[config.mk]
export PLATFORM = sky130hd
export DESIGN_NAME = tcbu_top
export DESIGN_NICKNAME = d
export VERILOG_FILES = /design/src/rtl/tcbu_pkg.sv /design/src/rtl/tcbu_cond_if.sv /design/src/rtl/tcbu_cond.sv /design/src/rtl/tcbu_top.sv
export SDC_FILE = /design/constraint.sdc
export NUM_CORES = 1
export LEC_CHECK = 0
export BUFFER_PORTS_ARGS = -buffer_cell sky130_fd_sc_hd__buf_2
export CAP_MARGIN = 20
export CORE_MARGIN = 1
export CORE_UTILIZATION = 40
export CTS_BUF_LIST = sky130_fd_sc_hd__clkbuf_4 sky130_fd_sc_hd__clkbuf_8
export DETAILED_ROUTE_END_ITERATION = 6
export GPL_TIMING_DRIVEN = 0
export PLACE_DENSITY = 0.69
export SLEW_MARGIN = 20
export SYNTH_ARGS = -nofsm -noshare
export SYNTH_HDL_FRONTEND = slang
export SYNTH_SLANG_ARGS = --single-unit
[constraint.sdc]
create_clock -name clk -period 3.68 [get_ports clk]
set_input_delay 0.552 -clock clk [delete_from_list [all_inputs] [get_ports clk]]
set_output_delay 0.552 -clock clk [all_outputs]
set_load 0.005 [all_outputs]
[src/rtl/tcbu_pkg.sv]
// Constants and types for the transfer control branch unit.
// Assumes the instruction type bits have already selected the transfer control class.
package tcbu_pkg;

   ////////////////////////////////////////////////////////////////////////////
   // First instruction word fields, plus the offset MSB of the second word
   localparam int OPC_MSB = 29;
   localparam int OPC_LSB = 27;
   localparam int PHASE_MSB = 26;
   localparam int PHASE_LSB = 24;
   localparam int REL_BIT = 23;
   localparam int CARRY_BIT = 21;
   localparam int FLY_BIT = 20;
   localparam int TF_BIT = 19;
   localparam int DATA_BIT = 18;
   localparam int PHC_BIT = 17;
   localparam int WAIT_BIT = 16;
   localparam int MASK_MSB = 15;
   localparam int MASK_LSB = 8;
   localparam int VAL_MSB = 7;
   localparam int VAL_LSB = 0;
   localparam int OFS_MSB = 23;

   ////////////////////////////////////////////////////////////////////////////
   // Opcodes
   localparam logic [2:0] OPC_JUMP = 3'h0;
   localparam logic [2:0] OPC_CALL = 3'h1;
   localparam logic [2:0] OPC_RETURN = 3'h2;
   localparam logic [2:0] OPC_INT = 3'h3;

   ////////////////////////////////////////////////////////////////////////////
   // Interrupt status register bit positions
   localparam int ISR_HALT_INT = 0;
   localparam int ISR_ILLEGAL = 1;
   localparam int ISR_FLY = 2;

   ////////////////////////////////////////////////////////////////////////////
   // Synchronised pin vector layout
   localparam int PIN_REQ = 0;
   localparam int PIN_ATN = 1;
   localparam int PIN_PH_LSB = 2;
   localparam int PIN_PH_MSB = 4;
   localparam int PIN_W = 5;

   ////////////////////////////////////////////////////////////////////////////
   // Reset values and pointer step
   localparam logic [31:0] IP_RST = 32'h0000_0000;
   localparam logic [31:0] RET_RST = 32'h0000_0000;
   localparam logic [31:0] OPND_RST = 32'h0000_0000;
   localparam logic [7:0] ISR_RST = 8'h00;
   localparam logic CARRY_RST = 1'b0;
   localparam logic [31:0] IP_STEP = 32'h0000_0008;

   typedef enum logic [2:0] {
      TCBU_IDLE,
      TCBU_LOAD,
      TCBU_WAIT,
      TCBU_EVAL,
      TCBU_HALT
   } tcbu_state_t;

endpackage

[src/rtl/tcbu_cond_if.sv]
// Interface between the branch unit control and its condition evaluator.
// Assumes both ends sit on the same clock; the evaluator is purely combinational.
`timescale 1ns/1ps
interface tcbu_cond_if;
   logic [31:0] word0;
   logic carry;
   logic [2:0] phase_lat;
   logic atn;
   logic target_mode;
   logic [7:0] first_byte;
   logic taken;

   modport ctrl (output word0, output carry, output phase_lat, output atn, output target_mode,
      output first_byte, input taken);
   modport eval (input word0, input carry, input phase_lat, input atn, input target_mode,
      input first_byte, output taken);
endinterface

[src/rtl/tcbu_cond.sv]
// Branch condition evaluator: carry test, phase or ATN test, masked data compare.
// Assumes all inputs are stable for the cycle in which taken is used.
`timescale 1ns/1ps
module tcbu_cond (
   tcbu_cond_if.eval cif
);
   logic phase_true;
   logic data_true;
   logic use_phase;
   logic use_data;
   logic all_true;
   logic all_false;
   logic tf;

   always_comb begin
      tf = cif.word0[tcbu_pkg::TF_BIT];
      use_phase = cif.word0[tcbu_pkg::PHC_BIT];
      use_data = cif.word0[tcbu_pkg::DATA_BIT];
      // Target mode tests ATN instead of the phase lines
      if (cif.target_mode) begin
         phase_true = cif.atn;
      end else begin
         phase_true = (cif.phase_lat == cif.word0[tcbu_pkg::PHASE_MSB:tcbu_pkg::PHASE_LSB]);
      end
      // Set mask bits exclude that bit position
      data_true = (((cif.first_byte ^ cif.word0[tcbu_pkg::VAL_MSB:tcbu_pkg::VAL_LSB])
         & ~cif.word0[tcbu_pkg::MASK_MSB:tcbu_pkg::MASK_LSB]) == 8'h00);
      all_true = (!use_phase || phase_true) && (!use_data || data_true);
      all_false = (use_phase || use_data) && (!use_phase || !phase_true) && (!use_data || !data_true);
      if (cif.word0[tcbu_pkg::CARRY_BIT]) begin
         cif.taken = (cif.carry == tf);
      end else begin
         cif.taken = tf ? all_true : all_false;
      end
   end
endmodule

[src/rtl/tcbu_top.sv]
// Transfer control branch unit of the script processor: jump, call, return, interrupt.
// Assumes a fetch unit hands over both instruction words and advances the pointer itself.
// Assumes exec_word0 still stands in the cycle after exec_start, and that the
// fetch unit does not step the pointer in the evaluation cycle.
// Bus pins are asynchronous; every other input comes from logic on this clock.
// Status bits stay set until isr_clear; a set in the same cycle wins.
//
// Function
// - Bits 29-27 select jump, call, return, interrupt
// - Taken jump loads pointer from operand register
// - Not taken leaves instruction pointer unchanged
// - Taken call saves pointer, then loads operand
// - Taken return restores pointer from return register
// - Return without call is neither tracked nor flagged
// - Taken interrupt asserts irq_n, keeps operand vector
// - Halting interrupt stops; host pointer write resumes
// - Bit 20 sets on-the-fly flag, no halt
// - Phase field bits 26-24 against latched phase
// - Bit 23 adds signed offset to pointer
// - Relative mode applies to jump and call only
// - Offset is two's complement, +/-8-MB reach
// - Bit 21 branches on carry with polarity
// - Bit 19 picks branch on true or false
// - Both compares must agree to branch
// - Bit 18 compares first received byte
// - Initiator phase compare true on equal phase
// - Target mode phase compare tests ATN
// - Bit 16 waits for unserviced phase request
// - Mask bits 15-8 exclude byte bit positions
// - Compare value comes from bits 7-0
// - Carry changes only by add, set, clear
`timescale 1ns/1ps
module tcbu_top (
   input wire logic clk,
   input wire logic rst_n,
   input wire logic exec_start,
   input wire logic [31:0] exec_word0,
   input wire logic [31:0] exec_word1,
   output logic exec_ready,
   output logic exec_done,
   output logic branch_taken,
   input wire logic ip_step,
   input wire logic host_ip_wr,
   input wire logic [31:0] host_ip_data,
   output logic [31:0] instruction_pointer,
   output logic [31:0] operand_holding_register,
   output logic [31:0] return_address,
   input wire logic alu_add_valid,
   input wire logic alu_add_carry,
   input wire logic alu_set_carry,
   input wire logic alu_clr_carry,
   output logic alu_carry,
   input wire logic target_mode,
   input wire logic [7:0] first_received_byte_register,
   input wire logic bus_req,
   input wire logic bus_atn,
   input wire logic [2:0] bus_phase,
   input wire logic phase_serviced,
   input wire logic [7:0] isr_clear,
   output logic [7:0] interrupt_status_register,
   output logic irq_n,
   output logic halted
);

   ////////////////////////////////////////////////////////////////////////////
   // State

   typedef struct packed {
      tcbu_pkg::tcbu_state_t state;
      logic [tcbu_pkg::PIN_W-1:0] sync1;
      logic [tcbu_pkg::PIN_W-1:0] sync2;
      logic [tcbu_pkg::PIN_W-1:0] sync3;
      logic [tcbu_pkg::PIN_W-1:0] pins;
      logic [2:0] phase_lat;
      logic pending;
      logic [31:0] word0;
      logic [31:0] operand;
      logic [31:0] ip;
      logic [31:0] ret;
      logic carry;
      logic [7:0] isr;
      logic halted;
      logic done;
      logic taken;
   } tcbu_regs_t;

   tcbu_regs_t r_q;
   tcbu_regs_t r_d;

   // Carrier to the condition evaluator
   tcbu_cond_if cif ();

   // Decode helpers
   logic [2:0] opc;
   logic is_rel;
   logic [31:0] offset_ext;
   logic [31:0] target;
   logic [tcbu_pkg::PIN_W-1:0] differ;
   logic req_rise;
   logic needs_wait;
   logic [7:0] isr_set;

   ////////////////////////////////////////////////////////////////////////////
   // Condition evaluator

   assign cif.word0 = r_q.word0;
   assign cif.carry = r_q.carry;
   assign cif.phase_lat = r_q.phase_lat;
   assign cif.atn = r_q.pins[tcbu_pkg::PIN_ATN];
   assign cif.target_mode = target_mode;
   assign cif.first_byte = first_received_byte_register;

   tcbu_cond u_cond (
      .cif(cif)
   );

   ////////////////////////////////////////////////////////////////////////////
   // Decode and target address

   assign opc = r_q.word0[tcbu_pkg::OPC_MSB:tcbu_pkg::OPC_LSB];
   // Relative base is the pointer at evaluation, already past this instruction
   assign is_rel = r_q.word0[tcbu_pkg::REL_BIT] && (opc == tcbu_pkg::OPC_JUMP || opc == tcbu_pkg::OPC_CALL);
   assign offset_ext = {{8{r_q.operand[tcbu_pkg::OFS_MSB]}}, r_q.operand[tcbu_pkg::OFS_MSB:0]};
   assign target = is_rel ? r_q.ip + offset_ext : r_q.operand;
   // Carry tests compare neither phase nor data, so they never wait
   assign needs_wait = r_q.word0[tcbu_pkg::WAIT_BIT] && !r_q.word0[tcbu_pkg::CARRY_BIT]
      && (r_q.word0[tcbu_pkg::PHC_BIT] || r_q.word0[tcbu_pkg::DATA_BIT]);

   ////////////////////////////////////////////////////////////////////////////
   // Next state

   always_comb begin
      r_d = r_q;
      r_d.done = 1'b0;
      isr_set = 8'h00;

      // Pin synchroniser: a change counts once the second and third stages agree
      r_d.sync1 = {bus_phase, bus_atn, bus_req};
      r_d.sync2 = r_q.sync1;
      r_d.sync3 = r_q.sync2;
      differ = r_q.sync2 ^ r_q.sync3;
      r_d.pins = (r_q.sync2 & ~differ) | (r_q.pins & differ);
      req_rise = r_d.pins[tcbu_pkg::PIN_REQ] && !r_q.pins[tcbu_pkg::PIN_REQ];

      // Phase lines are latched as the request asserts and stay pending until serviced or consumed by a wait
      if (phase_serviced) begin
         r_d.pending = 1'b0;
      end
      if (req_rise) begin
         r_d.phase_lat = r_d.pins[tcbu_pkg::PIN_PH_MSB:tcbu_pkg::PIN_PH_LSB];
         r_d.pending = 1'b1;
      end

      // Carry holds unless explicitly changed
      if (alu_set_carry) begin
         r_d.carry = 1'b1;
      end else if (alu_clr_carry) begin
         r_d.carry = 1'b0;
      end else if (alu_add_valid) begin
         r_d.carry = alu_add_carry;
      end

      // Fetch step; a pointer load in the evaluation cycle takes precedence
      if (ip_step) begin
         r_d.ip = r_q.ip + tcbu_pkg::IP_STEP;
      end

      case (r_q.state)
         tcbu_pkg::TCBU_IDLE: begin
            // A halted unit takes no new instruction
            if (exec_start && !r_q.halted) begin
               r_d.word0 = exec_word0;
               r_d.state = tcbu_pkg::TCBU_LOAD;
            end
         end
         tcbu_pkg::TCBU_LOAD: begin
            // Second word arrives the cycle after the first
            r_d.operand = exec_word1;
            // Reserved codes halt at once and never reach evaluation
            if (exec_word0[tcbu_pkg::OPC_MSB] && r_q.word0[tcbu_pkg::OPC_MSB]) begin
               isr_set[tcbu_pkg::ISR_ILLEGAL] = 1'b1;
               r_d.halted = 1'b1;
               r_d.done = 1'b1;
               r_d.taken = 1'b0;
               r_d.state = tcbu_pkg::TCBU_HALT;
            end else if (needs_wait) begin
               r_d.state = tcbu_pkg::TCBU_WAIT;
            end else begin
               r_d.state = tcbu_pkg::TCBU_EVAL;
            end
         end
         tcbu_pkg::TCBU_WAIT: begin
            // Consume the unserviced request; a fresh one in this cycle survives
            if (r_q.pending) begin
               r_d.pending = req_rise;
               r_d.state = tcbu_pkg::TCBU_EVAL;
            end
         end
         tcbu_pkg::TCBU_EVAL: begin
            // Every path below except a taken interrupt overrides a pointer step in this cycle
            r_d.done = 1'b1;
            r_d.taken = cif.taken;
            r_d.state = tcbu_pkg::TCBU_IDLE;
            if (cif.taken) begin
               case (opc)
                  tcbu_pkg::OPC_JUMP: begin
                     r_d.ip = target;
                  end
                  tcbu_pkg::OPC_CALL: begin
                     // Saved pointer already addresses the following instruction
                     r_d.ret = r_q.ip;
                     r_d.ip = target;
                  end
                  tcbu_pkg::OPC_RETURN: begin
                     // No call history is kept, so an unmatched return just reloads
                     r_d.ip = r_q.ret;
                  end
                  tcbu_pkg::OPC_INT: begin
                     // On the fly keeps running; otherwise stop until the host writes the pointer
                     if (r_q.word0[tcbu_pkg::FLY_BIT]) begin
                        isr_set[tcbu_pkg::ISR_FLY] = 1'b1;
                     end else begin
                        isr_set[tcbu_pkg::ISR_HALT_INT] = 1'b1;
                        r_d.halted = 1'b1;
                        r_d.state = tcbu_pkg::TCBU_HALT;
                     end
                  end
                  default: begin
                     r_d.ip = r_q.ip;
                  end
               endcase
            end else begin
               r_d.ip = r_q.ip;
            end
         end
         tcbu_pkg::TCBU_HALT: begin
            // Only a host pointer write leaves this state
            r_d.state = tcbu_pkg::TCBU_HALT;
         end
         default: begin
            r_d.state = tcbu_pkg::TCBU_IDLE;
         end
      endcase

      // Host write of the pointer restarts a halted processor
      if (host_ip_wr) begin
         r_d.ip = host_ip_data;
         r_d.halted = 1'b0;
         if (r_q.state == tcbu_pkg::TCBU_HALT) begin
            r_d.state = tcbu_pkg::TCBU_IDLE;
         end
      end

      // Sticky status: a set in the cycle of its clear wins
      r_d.isr = (r_q.isr & ~isr_clear) | isr_set;
   end

   ////////////////////////////////////////////////////////////////////////////
   // Registers

   // Synchronous reset; the synchroniser stages clear too, so that no false
   // request edge follows reset while the pins idle low
   always_ff @(posedge clk) begin
      if (!rst_n) begin
         r_q.state <= tcbu_pkg::TCBU_IDLE;
         r_q.sync1 <= '0;
         r_q.sync2 <= '0;
         r_q.sync3 <= '0;
         r_q.pins <= '0;
         r_q.phase_lat <= 3'h0;
         r_q.pending <= 1'b0;
         r_q.word0 <= 32'h0000_0000;
         r_q.operand <= tcbu_pkg::OPND_RST;
         r_q.ip <= tcbu_pkg::IP_RST;
         r_q.ret <= tcbu_pkg::RET_RST;
         r_q.carry <= tcbu_pkg::CARRY_RST;
         r_q.isr <= tcbu_pkg::ISR_RST;
         r_q.halted <= 1'b0;
         r_q.done <= 1'b0;
         r_q.taken <= 1'b0;
      end else begin
         r_q <= r_d;
      end
   end

   ////////////////////////////////////////////////////////////////////////////
   // Outputs

   assign exec_ready = (r_q.state == tcbu_pkg::TCBU_IDLE) && !r_q.halted;
   assign exec_done = r_q.done;
   assign branch_taken = r_q.taken;
   assign instruction_pointer = r_q.ip;
   assign operand_holding_register = r_q.operand;
   assign return_address = r_q.ret;
   assign alu_carry = r_q.carry;
   assign interrupt_status_register = r_q.isr;
   // Any unserviced status bit holds the request low until the host clears it
   assign irq_n = ~(r_q.isr[tcbu_pkg::ISR_HALT_INT] | r_q.isr[tcbu_pkg::ISR_ILLEGAL]
      | r_q.isr[tcbu_pkg::ISR_FLY]);
   assign halted = r_q.halted;

endmodule

==> impl_metrics.tcl <==
set metrics [dict create \
    cts.reportedPaths.clkPinSlew_ps 110 \
    synthCells 1242 \
    routed_wl_mm 36.0 \
    finalHoldViolations 0 \
    nets 1656 \
    syn_nets 1403 \
    synthToLayoutAreaGrowth_pct 19.7 \
    regArea_um2 3280 \
    reg2reg_from "instruction_pointer[0]" \
    cts.sinks 164 \
    crit_required_ps 4060 \
    post_drt_via_cell_ratio 5.50 \
    synth-seq-area-share_pct 32.3 \
    grt_use_total_pct 27.4 \
    ys.flop_type "dfxtp_1" \
    syn-cell-area_um2 10200 \
    fin_crit_sh_pct 91.1 \
    drt_iter0_drc 749 \
    status "finished, final reports clean" \
    tritoncts "built" \
    vias 10100 \
    synth_top_area_share_pct 32.3 \
    synthArstFlopShare_pct 0 \
    worstHoldPathType "input port to flip-flop" \
    grt_overflow 0 \
    r2r_cells 10 \
    grt_max_degree 19 \
    hold_buffers 0 \
    synth-edff-count 0 \
    grt_pass1_wl_mm 54.3 \
    min_period_ps 3350 \
    grtUsageMet2_pct 44.4 \
    slowest_delay_ps 410 \
    grtUsageMet3_pct 6.06 \
    synth_seq_cells 164 \
    tightest_slew_ps 1100 \
    arrival_ps 3730 \
    yosysWarnings 0 \
    multi_input_area_um2 5740 \
    htreeDepth 4 \
    total_leakage_power_uw 0.00529 \
    slowest_stage "fa_1" \
    gr-max-usage-layer "met2" \
    die_x_um 161 \
    post-cts-setup-buffers 0 \
    cp_common_cell "o31a_1" \
    detail-route-antenna-nets 0 \
    synth_cell_type_count 73 \
    gp_congestion 0.986 \
    port_buffers 233 \
    clk_path_buf_depth 2 \
    drc_errors 0 \
    maxCapViolations 0 \
    min-delay-start "bus_req" \
    synth_top_area_cell "dfxtp_1" \
    fill_cells 2428 \
    holdPathEnd "r_d[154]" \
    peakVddDrop_mv 0.207 \
    avgSynthCellArea_um2 8.19 \
    clk_latency_ps 490 \
    finalSetupTns_ps 0 \
    rsz0062_at_grt "no" \
    post-route-util_pct 49.5 \
    die-area_um2 26100 \
    min_path_cells 2 \
    grtUsageMet1_pct 35.5 \
    setup_viol_count_final 0 \
    fin_worst_skew_ps 21.4 \
    reg2reg_to "instruction_pointer[30]" \
    maxSlewHeadroom_pct 26.3 \
    cts-root-buf "clkbuf_8" \
    die-height_um 161 \
    power_density_nw_per_um2 362 \
    dp_hpwl_mm 27.2 \
    path_buf_inv 0 \
    avgRoutedWirePerCell_um 19.7 \
    grt_antenna_before_repair 4 \
    rows 57 \
    crit_family "compound AO/OA/AOI/OAI gates" \
    critical_path_class "flip-flop to flip-flop" \
    io_pins 238 \
    num_antenna_cells 0 \
    drtPass1Iterations 7 \
    post_cts_resized 0 \
    critical_path_peak_fanout 5 \
    start_kind "flip-flop" \
    layout-drive-gt1-share_pct 26.1 \
    rrSetupSlack_ps 330 \
    start_util_pct 41.3 \
    synthTopCellsByArea "dfxtp_1 (32%), buf_4 (7.7%), nand2_1 (7.1%), a21boi_0 (5.1%), mux2i_1 (4.4%)" \
    fmax_mhz 298 \
    coreArea_um2 24600 \
    drv_slew 0 \
    crit_path_end_kind "flip-flop" \
    cts_made_buffers 17 \
    worstPathCellList "ha_1 -> fa_1 -> a21o_1 -> a221o_1 -> a22o_1 -> o21ba_2 -> o21ai_1 -> o31a_1 -> nor4_1 -> o31a_1" \
    grt_pass1_vias 9478 \
]
## metal layers
layer	routed length, µm	share of wire, %
met2	16300	45
met3	3010	8.4
met1	15600	43
met5	47	0.13
met4	1060	2.9
## layout make-up
class | count | share of cell area (%)
multi-input cells | 893 | 47.2
flip-flops and latches | 164 | 27.0
repair buffers | 234 | 9.64
plain buffers | 176 | 9.15
well taps | 324 | 3.33
clock buffers | 17 | 1.92
clock inverters | 15 | 1.54
inverters | 9 | 0.277
## synthesized netlist by cell type (all sizes together), types with 6 or more instances
| cell type | instances |
|---|---|
| inv | 9 |
| and2 | 23 |
| buf | 115 |
| nor4 | 6 |
| clkbuf | 61 |
| nor3 | 24 |
| o21ai | 59 |
| a21o | 11 |
| a211oi | 7 |
| a21oi | 64 |
| a221oi | 9 |
| o31ai | 9 |
| o21a | 8 |
| a22oi | 8 |
| dfxtp | 164 |
| nand3 | 23 |
| nor2 | 54 |
| xor2 | 26 |
| ha | 32 |
| and3 | 14 |
| nor2b | 38 |
| a31oi | 14 |
| xnor2 | 31 |
| o221ai | 8 |
| a21boi | 69 |
| mux2i | 45 |
| nor3b | 6 |
| o211ai | 8 |
| nand2 | 193 |
| o22ai | 6 |
| nand4 | 16 |
| a222oi | 7 |
| and3b | 6 |
## report_power, final
part           total (µW)  internal (µW)  leakage (µW)  switching, µW
Clock                1430            583      0.000213            845
Sequential           2000           1870       0.00134            128
Combinational         987            421       0.00374            566
Total                4410           2870       0.00529           1540
## flip-flops by register name, summed over array words and instances (netlist names), named ones only
name	flops
halted	1
r_q	13
alu_carry	1
interrupt_status_register	8
r_d	10
operand_holding_register	32
exec_done	1
branch_taken	1
cif.phase_lat	3
instruction_pointer	32
return_address	32
cif.word0	29
## worst max path at each step
stage / start / endpoint / slack [ps] / cells after the start
after floorplan: instruction_pointer[0] / instruction_pointer[30] / 930 / 10
after global placement: first_received_byte_register[2] / instruction_pointer[23] / 400 / 10
after detailed placement: first_received_byte_register[7] / instruction_pointer[23] / 360 / 10
after CTS: instruction_pointer[0] / instruction_pointer[30] / 400 / 10
after global routing: instruction_pointer[4] / instruction_pointer[31] / 220 / 9
final: instruction_pointer[0] / instruction_pointer[30] / 330 / 10
## per-stage QoR
| step | cells | setup WS [ps] | area [µm²] | hold slack [ps] | power (µW) |
|---|---|---|---|---|---|
| 5_1_grt | 1832 | 221 | 12200 | 263 | 4600 |
| 6_report | 1832 | 327 | 12200 | 263 | 4410 |
| 2_1_floorplan | 1242 | 929 | 10200 | 412 | 2630 |
| 4_1_cts | 1831 | 396 | 12200 | 245 | 4420 |
| 3_3_place_gp | 1799 | 399 | 11700 | 416 | 3000 |
| 3_5_place_dp | 1799 | 364 | 11700 | 422 | 3010 |
## placed cells by master, fill, tap and decap left out, types with 14 or more instances in the layout
| cell type | instances |
|---|---|
| nor3_1 | 21 |
| mux2i_1 | 45 |
| buf_2 | 238 |
| nor2_1 | 54 |
| o21ai_0 | 49 |
| xor2_1 | 26 |
| a21oi_1 | 64 |
| dfxtp_1 | 164 |
| nor2b_1 | 38 |
| nand2_1 | 193 |
| and2_1 | 23 |
| xnor2_1 | 31 |
| a31oi_1 | 14 |
| clkbuf_1 | 61 |
| buf_4 | 105 |
| nand4_1 | 16 |
| clkbuf_8 | 17 |
| nand3_1 | 23 |
| ha_1 | 32 |
| a21boi_0 | 69 |
| and3_1 | 14 |
## kinds of logic after synthesis
group           after synthesis  synth area share [%]
mux                          47                  4.65
flops                       164                  32.3
xor+xnor                     57                  4.91
compound gates              328                  22.3
buf+inv                     185                  11.3
simple gates                425                  20.1
fa+ha+maj                    36                  4.43
No activity file was read; power rests on OpenSTA's default activity.
